<file path="config.mk">
export PLATFORM = sky130hd
export DESIGN_NAME = rtc_flags_control_register
export DESIGN_NICKNAME = d
export VERILOG_FILES = /design/src/rtl/bus_sync.v /design/src/rtl/cal_wave_gen.v /design/src/rtl/rtc_flags_control_register.v
export VERILOG_INCLUDE_DIRS = /design/src /design/src/rtl
export SDC_FILE = /design/constraint.sdc
export NUM_CORES = 1
export LEC_CHECK = 0
export BUFFER_PORTS_ARGS = -buffer_cell sky130_fd_sc_hd__clkbuf_2
export CAP_MARGIN = 20
export CORE_UTILIZATION = 50
export DETAILED_ROUTE_END_ITERATION = 8
export PLACE_DENSITY = 0.76
export SYNTH_ARGS = -nofsm -noshare
export SYNTH_HDL_FRONTEND = slang
export SYNTH_SLANG_ARGS = --single-unit
</file>
<file path="constraint.sdc">
create_clock -name clk_sys -period 3.8 [get_ports clk_sys]
set_clock_uncertainty 0.1 [all_clocks]
set_input_delay 0.19 -clock clk_sys [delete_from_list [all_inputs] [get_ports clk_sys]]
set_output_delay 0.19 -clock clk_sys [all_outputs]
set_load 0.05 [all_outputs]
</file>
<file path="src/rtl/rtc_flags_defs.vh">
// Purpose: constants for the rtc flag and control register block
// Assumes: 50 MHz system clock
// Notes:   offsets are byte addresses on the memory bus
`ifndef RTC_FLAGS_DEFS_VH
`define RTC_FLAGS_DEFS_VH
`define RTC_FLAG_CTRL_ADDR   19'h7FFF0
`define FLD_WATCHDOG         7
`define FLD_ALARM            6
`define FLD_POWER_DROP       5
`define FLD_OSC_STOPPED      4
`define FLD_CAL              2
`define FLD_WRITE_FREEZE     1
`define FLD_READ_FREEZE      0
`define RTC_FLAG_RESET       8'h00
`define OSC_CHECK_TIME_US    5000
`define CLK_MHZ              50
`define OSC_CHECK_CYCLES     (`OSC_CHECK_TIME_US * `CLK_MHZ)
`define CAL_FREQ_HZ          512
`define CLK_HZ               50000000
`define CAL_HALF_CYCLES      (`CLK_HZ / (2 * `CAL_FREQ_HZ))
`endif

</file>
<file path="src/rtl/bus_sync.v">
// Purpose: two-flop synchroniser for asynchronous pin levels
// Assumes: one clock domain
// Notes:   first stage is read only by the second stage
`timescale 1ns/100ps
module bus_sync #(
  parameter WIDTH = 1
) (
  input  wire             clk_sys,
  input  wire             rst_b,
  input  wire             clk_en,
  input  wire [WIDTH-1:0] d_async,
  output reg  [WIDTH-1:0] q_sync
);
  reg [WIDTH-1:0] stage1_reg;
  always @(posedge clk_sys or negedge rst_b) begin
    if (!rst_b) begin
      stage1_reg <= {WIDTH{1'b0}};
      q_sync     <= {WIDTH{1'b0}};
    end else if (clk_en) begin
      stage1_reg <= d_async;
      q_sync     <= stage1_reg;
    end
  end
endmodule

</file>
<file path="src/rtl/cal_wave_gen.v">
// Purpose: 512 Hz calibration square wave from the system clock
// Assumes: 50 MHz clock
// Notes:   phase restarts whenever calibration is off
`timescale 1ns/100ps
`include "rtc_flags_defs.vh"
module cal_wave_gen (
  input  wire clk_sys,
  input  wire rst_b,
  input  wire clk_en,
  input  wire run,
  output reg  wave
);
  localparam integer HALF_INT = `CAL_HALF_CYCLES;
  localparam [15:0]  HALF     = HALF_INT[15:0];
  reg [15:0] count_reg;
  always @(posedge clk_sys or negedge rst_b) begin
    if (!rst_b) begin
      count_reg <= 16'h0000;
      wave      <= 1'b0;
    end else if (clk_en) begin
      if (!run) begin
        count_reg <= 16'h0000;
        wave      <= 1'b0;
      end else if (count_reg == HALF - 16'h0001) begin
        count_reg <= 16'h0000;
        wave      <= ~wave;
      end else begin
        count_reg <= count_reg + 16'h0001;
      end
    end
  end
endmodule

</file>
<file path="src/rtl/rtc_flags_control_register.v">
// Purpose: flag and control register of an rtc inside a memory-mapped part
// Assumes: bus pins are synchronised here; events come from on-chip logic
// Notes:   the oscillator-stopped flag lives in retained storage outside
//
// Summary of operation
// - watchdog reaching zero sets its flag
// - reading register or power up clears event flags
// - unmasked alarm match sets alarm flag
// - supply below threshold sets power-drop flag
// - oscillator dead after 5 ms sets stopped flag
// - stopped flag retained, cleared only by software
// - calibration bit drives 512 Hz on interrupt
// - write freeze stops updates, allows register writes
// - unfreeze loads counters only if time changed
// - write freeze clears at power up
`timescale 1ns/100ps
`include "rtc_flags_defs.vh"
module rtc_flags_control_register #(
  parameter [17:0] OSC_CHECK_CYCLES = `OSC_CHECK_CYCLES
) (
  input  wire       clk_sys,
  input  wire       rst_b,
  input  wire       clk_en,
  input  wire [18:0] addr,
  input  wire [7:0] dq_in,
  output reg  [7:0] dq_out,
  output wire       dq_oe,
  input  wire       ce_b,
  input  wire       oe_b,
  input  wire       we_b,
  input  wire       watchdog_zero,
  input  wire       alarm_match,
  input  wire       supply_low,
  input  wire       osc_enabled,
  input  wire       osc_running,
  input  wire       osc_flag_retained,
  output wire       osc_flag_store,
  input  wire       time_changed,
  input  wire       irq_normal,
  output wire       irq_out,
  output wire       updates_frozen,
  output wire       holding_frozen,
  output reg        load_counters
);

  ////////////////////////////////////////////////////////////////////////
  // pin synchronisation
  wire [2:0] strobes_s;
  wire       ce_s;
  wire       oe_s;
  wire       we_s;
  wire [18:0] addr_s;
  wire [7:0] din_s;

  bus_sync #(.WIDTH(3)) u_strobe_sync (
    .clk_sys (clk_sys),
    .rst_b   (rst_b),
    .clk_en  (clk_en),
    .d_async ({~ce_b, ~oe_b, ~we_b}),
    .q_sync  (strobes_s)
  );

  bus_sync #(.WIDTH(27)) u_data_sync (
    .clk_sys (clk_sys),
    .rst_b   (rst_b),
    .clk_en  (clk_en),
    .d_async ({addr, dq_in}),
    .q_sync  ({addr_s, din_s})
  );

  assign ce_s = strobes_s[2];
  assign oe_s = strobes_s[1];
  assign we_s = strobes_s[0];

  ////////////////////////////////////////////////////////////////////////
  // access decode
  wire hit     = ce_s && (addr_s == `RTC_FLAG_CTRL_ADDR);
  wire rd_act  = hit && oe_s && !we_s;
  wire wr_act  = hit && we_s;

  // the tracker remembers last cycle's access so both ends of a strobe are seen
  localparam [1:0] ACC_IDLE  = 2'b00;
  localparam [1:0] ACC_READ  = 2'b01;
  localparam [1:0] ACC_WRITE = 2'b10;

  reg  [1:0] acc_state_reg;
  reg  [1:0] acc_state_next;
  reg  [7:0] wr_data_reg;

  always @* begin
    acc_state_next = acc_state_reg;
    case (acc_state_reg)
      ACC_IDLE: begin
        if (rd_act) begin
          acc_state_next = ACC_READ;
        end else if (wr_act) begin
          acc_state_next = ACC_WRITE;
        end
      end
      ACC_READ: begin
        if (!rd_act) begin
          acc_state_next = wr_act ? ACC_WRITE : ACC_IDLE;
        end
      end
      ACC_WRITE: begin
        if (!wr_act) begin
          acc_state_next = rd_act ? ACC_READ : ACC_IDLE;
        end
      end
      default: begin
        acc_state_next = ACC_IDLE;
      end
    endcase
  end

  // clear on the end of a read so the driven value stays stable meanwhile
  wire rd_done  = (acc_state_reg == ACC_READ) && !rd_act;
  wire rd_start = rd_act && (acc_state_reg != ACC_READ);
  // write data taken at the end of the write strobe, as an sram latches it
  wire wr_done  = (acc_state_reg == ACC_WRITE) && !wr_act;

  always @(posedge clk_sys or negedge rst_b) begin
    if (!rst_b) begin
      acc_state_reg <= ACC_IDLE;
    end else if (clk_en) begin
      acc_state_reg <= acc_state_next;
    end
  end

  // the last sample inside the strobe is kept: the host turns data around with the strobe
  always @(posedge clk_sys or negedge rst_b) begin
    if (!rst_b) begin
      wr_data_reg <= 8'h00;
    end else if (clk_en) begin
      if (wr_act) begin
        wr_data_reg <= din_s;
      end
    end
  end

  ////////////////////////////////////////////////////////////////////////
  // event flags
  reg watchdog_expired_flag;
  reg alarm_match_flag;
  reg power_drop_flag;
  reg oscillator_stopped_flag;
  reg osc_loaded_reg;

  // a set in the clearing cycle wins so no event is lost
  function sticky_next;
    input cur;
    input set;
    input clr;
    begin
      if (set) begin
        sticky_next = 1'b1;
      end else if (clr) begin
        sticky_next = 1'b0;
      end else begin
        sticky_next = cur;
      end
    end
  endfunction

  always @(posedge clk_sys or negedge rst_b) begin
    if (!rst_b) begin
      watchdog_expired_flag <= 1'b0;
    end else if (clk_en) begin
      watchdog_expired_flag <= sticky_next(watchdog_expired_flag, watchdog_zero, rd_done);
    end
  end

  always @(posedge clk_sys or negedge rst_b) begin
    if (!rst_b) begin
      alarm_match_flag <= 1'b0;
    end else if (clk_en) begin
      alarm_match_flag <= sticky_next(alarm_match_flag, alarm_match, rd_done);
    end
  end

  always @(posedge clk_sys or negedge rst_b) begin
    if (!rst_b) begin
      power_drop_flag <= 1'b0;
    end else if (clk_en) begin
      power_drop_flag <= sticky_next(power_drop_flag, supply_low, rd_done);
    end
  end

  ////////////////////////////////////////////////////////////////////////
  // oscillator check window after power up
  reg [17:0] osc_count_reg;
  reg        osc_window_reg;
  wire       osc_fail_now = osc_window_reg && (osc_count_reg == OSC_CHECK_CYCLES - 18'd1)
                            && osc_enabled && !osc_running;
  // only the captured write data counts; the pins already show the next bus value
  wire       osc_clear    = wr_done && !wr_data_reg[`FLD_OSC_STOPPED];

  always @(posedge clk_sys or negedge rst_b) begin
    if (!rst_b) begin
      osc_count_reg           <= 18'd0;
      osc_window_reg          <= 1'b1;
      osc_loaded_reg          <= 1'b0;
      oscillator_stopped_flag <= 1'b0;
    end else if (clk_en) begin
      if (!osc_loaded_reg) begin
        // retained value is picked up after reset release, never under reset
        oscillator_stopped_flag <= osc_flag_retained;
        osc_loaded_reg          <= 1'b1;
      end else begin
        oscillator_stopped_flag <= sticky_next(oscillator_stopped_flag, osc_fail_now, osc_clear);
      end
      if (osc_window_reg) begin
        if (osc_count_reg == OSC_CHECK_CYCLES - 18'd1) begin
          osc_window_reg <= 1'b0;
        end else begin
          osc_count_reg <= osc_count_reg + 18'd1;
        end
      end
    end
  end

  assign osc_flag_store = oscillator_stopped_flag;

  ////////////////////////////////////////////////////////////////////////
  // control bits
  reg cal_bit;
  reg write_freeze_bit;
  reg read_freeze_bit;

  always @(posedge clk_sys or negedge rst_b) begin
    if (!rst_b) begin
      cal_bit          <= 1'b0;
      write_freeze_bit <= 1'b0;
      read_freeze_bit  <= 1'b0;
    end else if (clk_en) begin
      if (wr_done) begin
        cal_bit          <= wr_data_reg[`FLD_CAL];
        write_freeze_bit <= wr_data_reg[`FLD_WRITE_FREEZE];
        read_freeze_bit  <= wr_data_reg[`FLD_READ_FREEZE];
      end
    end
  end

  // the old freeze bit is read here, so a write that leaves it low loads nothing
  always @(posedge clk_sys or negedge rst_b) begin
    if (!rst_b) begin
      load_counters <= 1'b0;
    end else if (clk_en) begin
      load_counters <= wr_done && write_freeze_bit && !wr_data_reg[`FLD_WRITE_FREEZE] && time_changed;
    end
  end

  assign updates_frozen = write_freeze_bit;
  assign holding_frozen = read_freeze_bit;

  ////////////////////////////////////////////////////////////////////////
  // calibration output
  wire cal_wave;

  cal_wave_gen u_cal (
    .clk_sys (clk_sys),
    .rst_b   (rst_b),
    .clk_en  (clk_en),
    .run     (cal_bit),
    .wave    (cal_wave)
  );

  assign irq_out = cal_bit ? cal_wave : irq_normal;

  ////////////////////////////////////////////////////////////////////////
  // read data
  wire [7:0] reg_view = {watchdog_expired_flag, alarm_match_flag, power_drop_flag,
                         oscillator_stopped_flag, 1'b0, cal_bit,
                         write_freeze_bit, read_freeze_bit};

  always @(posedge clk_sys or negedge rst_b) begin
    if (!rst_b) begin
      dq_out <= `RTC_FLAG_RESET;
    end else if (clk_en) begin
      // data is latched on read entry so the clear at read end is not seen
      if (rd_start) begin
        dq_out <= reg_view;
      end
    end
  end

  // pins are driven only once the latched value has settled
  assign dq_oe = rd_act && (acc_state_reg == ACC_READ);

endmodule

</file>
# Yosys cells after proc, flatten, opt, wreduce, memory -nomap -nowiden
# Index checks and enable logic that the tools add are counted.
# word_totals
output_inout_bits	14
regBits	119
wordCells	94
mem_bits_rw	0
mem_count	0
in_bits	41
latchBits	0
mem_bits_ro	0
# op_classes
n_reduce_logical	35
eq_ne	11
div	0
n_bitwise	5
muxes	21
mul	0
magnitude_cmp	0
n_shift	0
add_sub_neg	2
# ops
op	n
$mux W16	2
$eq A19 B19 Y1 const B	1
$add A18 B1 Y18 const B	1
$eq A18 B18 Y1 const B	1
$add A16 B1 Y16 const B	1
$eq A16 B16 Y1 const B	1
$reduce_and A2 Y1	8
$logic_and A1 B1 Y1	15
$mux W1	13
$mux W2	5
$logic_not A1 Y1	6
$pmux W2 S3	1
$reduce_bool A2 Y1	3
$not A1 Y1	5
$ne A2 B1 Y1 const B	2
$ne A2 B2 Y1 const B	2
$reduce_and A4 Y1	1
$ne A3 B1 Y1 const B	1
$ne A3 B3 Y1 const B	1
$reduce_and A3 Y1	1
$eq A2 B1 Y1 const B	1
$eq A2 B2 Y1 const B	1
$logic_not A2 Y1	1

# Logic depth before layout (Yosys ltp)
# depth
ltp_word	9
mapped_depth	7
ltp_nobuf	5

# Cells and area by module
# From an unflattened synthesis, not the netlist that was laid out.
# unflattened
cells_unflattened	387
hier_area_um2	5412.7
# modules_own_cells
module	n_inst	area_per_inst_um2	seq_area_each_um2	cells_each
bus_sync (u_data_sync)	1	2258.4	1351.3	114
rtc_flags_control_register	1	1965.6	1027.2	165
cal_wave_gen	1	937.1	425.4	95
bus_sync (u_strobe_sync)	1	251.5	150.1	13

# Worst setup path after synthesis
# No wires, ideal clock.
# synth_path
path_type	register to output
start	register u_data_sync.q_sync[9]
end	output port dq_oe
stages_incl_launch_ff	5
slack_ps	426
arrival_time_ps	3084
t_required_ps	3510
n_path_buf	1
path_cell_list	dfrtp_1 or4b_1 or4_1 buf_2 nor4_1
# synth_between
elab_chain_len	5
# synth_lines
item	line_no	text
from (decl)	bus_sync.v:12	output reg [WIDTH-1:0] q_sync
from (signal assigned)	bus_sync.v:18	q_sync <= {WIDTH{1'b0}};
from (signal assigned)	bus_sync.v:21	q_sync <= stage1_reg;
$eq A19 B19 Y1 (no source line)	-	
$logic_and A1 B1 Y1	rtc_flags_control_register.v:77	wire hit = ce_s && (addr_s == `RTC_FLAG_CTRL_ADDR);
$logic_and A1 B1 Y1 (2 in a row)	rtc_flags_control_register.v:78	wire rd_act = hit && oe_s && !we_s;
$logic_and A1 B1 Y1	rtc_flags_control_register.v:288	assign dq_oe = rd_act && (acc_state_reg == ACC_READ);
to (decl)	rtc_flags_control_register.v:27	output wire dq_oe,
# Every way passes these cells.

# Worst setup path in the final report
# Ends and elaborated chain as after synthesis.

==> results.yml <==
cells_and_area:
  nNetsFinal: 517
  antennaDiodeCount: 0
  fill_cells: 707
  area_delta_synth_final_pct: 17.8
  drive_above_1_share: 0.290
die:
  die_h_um: 101
  die-area_sq_um: 10100
  core_area_sq_um: 9330
  die_w_um: 101
  initial_core_util: 0.522
  io_pins: 55
  rows: 35
clock_network:
  clock_latency_ns: 0.38
  cts_buffer_depth: 2
  htree_levels: 3
  root_buffer: "clkbuf_8"
  cts-buffers-inserted: 9
  tritoncts: "done"
  clock-sinks: 110
  clkSlewWorstSetupHoldPaths_ns: 0.10
  cts-resized-gates: 0
synthesis:
  ys_async_sr_fraction: 1.00
  ys_ff_latch: 110
  synth.distinct_cells: 59
  synth_common_cells: "dfrtp_1, mux2_2, nand2_1"
  netlist_instances: 398
  synth_top_area_frac: 0.561
  synth_area_leaders: "dfrtp_1, mux2_2, nand2_1, nand4_1, nand3_1"
  yosys.area.top_type: "dfrtp_1"
  synth_nets: 441
  yosys.cell_count.top_type: "dfrtp_1"
  synth_flop_cell: "dfrtp_1"
  syn_area_sq_um: 4860
  yosysSeqAreaShare: 0.566
  synth_edf_count: 0
  synth.avg_cell_area_sq_um: 12.2
  synth-warning-count: 0
timing:
  rsz0062_at_grt: "no"
  slew_viol_final: 0
  final_hold_viol_count: 0
  fin_crit_sh: 0.793
  period_needed_ns: 3.01
  fin_ws_ns: 0.787
  hold_ws_ns: 0.0240
  setup_viol: 0
  slew_headroom: 0.500
  tightest_slew_ns: 0.740
  fmax_ghz: 0.332
  fin_tns_setup_ns: 0
power:
  peakVddDrop_v: 0.000254
  finalPower_mw: 2.36
  p_leak_nw: 2.54
  p_per_area_nw_per_um2: 412
setup_path:
  arrival_ns: 2.72
  crit_start: "u_data_sync.q_sync[9]$_DFFE_PN0P_"
  r2r_start: "u_cal.count_reg[0]$_DFFE_PN0P_"
  start_kind: "register"
  crit_fanout: 6
  end_kind: "output port"
  critPathKind: "register to output port"
  required_ns: 3.51
place:
  hpwl_um: 6140
  dpl_worst_slack_ns: 0.892
  globalplace.congestion: 0.841
  place.port_buffers: 49
grt:
  grt_pass1_vias: 3378
  grt_pass1_wl_um: 16000
  grt_use_total: 0.204
  grt_max_degree: 59
  overflow: 0
  antenna_found_initial: 0
routing:
  vias: 3425
  drc: 0
  vias_per_cell: 5.63
  wl_um: 9480
  first_pass_iters: 4
  antenna_left: 0
  wl_per_cell_um: 15.6
  drt_iter0_drc: 215
flow_run:
  drv_cap: 0
status:
  status: "completed"
hold_path:
  hp-class: "input pin to register"
  hp-start: "osc_flag_retained"
## power breakdown
part / total, mW / leakage [nW] / internal, mW / switching, mW
clock: 0.733 / 0.106 / 0.332 / 0.401
sequential: 1.36 / 1.38 / 1.28 / 0.0858
combinational: 0.266 / 1.05 / 0.139 / 0.127
total: 2.36 / 2.54 / 1.75 / 0.614
## worst max-delay path, stage by stage (launching register included)
cell	delay, ns
dfrtp_1	0.39
or4b_1	0.52
or4_1	0.69
nor4_1	0.41
clkbuf_2	0.34
## area by class of cell
type	instances	area [sq um]	area share
Clock buffer	11	141	0.0247
Clock inverter	5	67.6	0.0118
Inverter	11	41.3	0.00720
Multi-Input combinational cell	259	1990	0.347
Sequential cell	110	2750	0.480
Tap cell	129	161	0.0282
Timing Repair Buffer	83	578	0.101
## layout by cell type, fill, tap and decap left out, types with 3 or more instances in the layout
cell and instances:
nand3b_1 4, nor4_1 7, and3_1 5, nor2_1 10, clkbuf_8 10, clkbuf_2 47, inv_1 10, xor2_1 9
a31oi_1 13, or4b_2 4, clkinv_4 3, mux2_2 57, xnor2_1 9, or4_1 3, nand3_1 18, nor3_1 5
dfrtp_1 109, a21oi_1 3, mux2_4 4, o31ai_1 3, dlygate4sd3_1 30, a22o_1 3, nand2b_1 3, o21ai_0 11
nand4_1 16, nor2b_1 4, buf_4 5, nand2_1 30, mux2_1 3
## layer usage
| metal | wire (um) | track usage | vias to the layer above |
|---|---|---|---|
| li1 | - | - | 1609 |
| met1 | 4150 | 0.268 | 1719 |
| met2 | 4820 | 0.339 | 84 |
| met3 | 363 | 0.0333 | 13 |
| met4 | 149 | 0.0847 | 0 |
| met5 | 0 | 0 | - |
## through the flow
step           instance area, sq um   util  std cells
6_report                       5730  0.615        608
5_1_grt                        5730  0.615        608
4_1_cts                        5730  0.615        608
3_5_place_dp                   5220  0.560        562
3_3_place_gp                   5220  0.560        562
2_1_floorplan                  4860      -        398
## cell families after synthesis
| family | count (synthesis) | share of synthesized area |
|---|---|---|
| and+or+nand+nor | 124 | 0.148 |
| DFF | 110 | 0.566 |
| muxes | 66 | 0.155 |
| AOI/OAI and AO/OA | 48 | 0.0674 |
| buffers and inverters | 29 | 0.0249 |
| xor gates and xnor gates | 18 | 0.0324 |
| adders and majority gates | 2 | 0.00514 |
| other | 1 | 0.000771 |
## worst paths after layout
path	endpoint	slack, ns	cells past startpoint
setup / recovery	dq_oe	0.79	4
hold / removal	osc_flag_store$_DFFE_PN0P_	0.02	3
setup reg to reg	u_cal.count_reg[8]$_DFFE_PN0P_	0.83	5
hold reg to reg	osc_window_reg$_DFFE_PN1P_	0.38	2
max in group asynchronous	osc_window_reg$_DFFE_PN1P_	2.49	3
min in group asynchronous	u_data_sync.stage1_reg[21]$_DFFE_PN0P_	0.25	2
## timing repair
| action | 4_1_cts | 5_1_grt |
|---|---|---|
| hold buffers | 30 | 0 |
| endpoints found under the hold margin | 74 | 0 |
| setup buffers | 0 | 0 |
No activity file was read; power rests on OpenSTA's default activity.
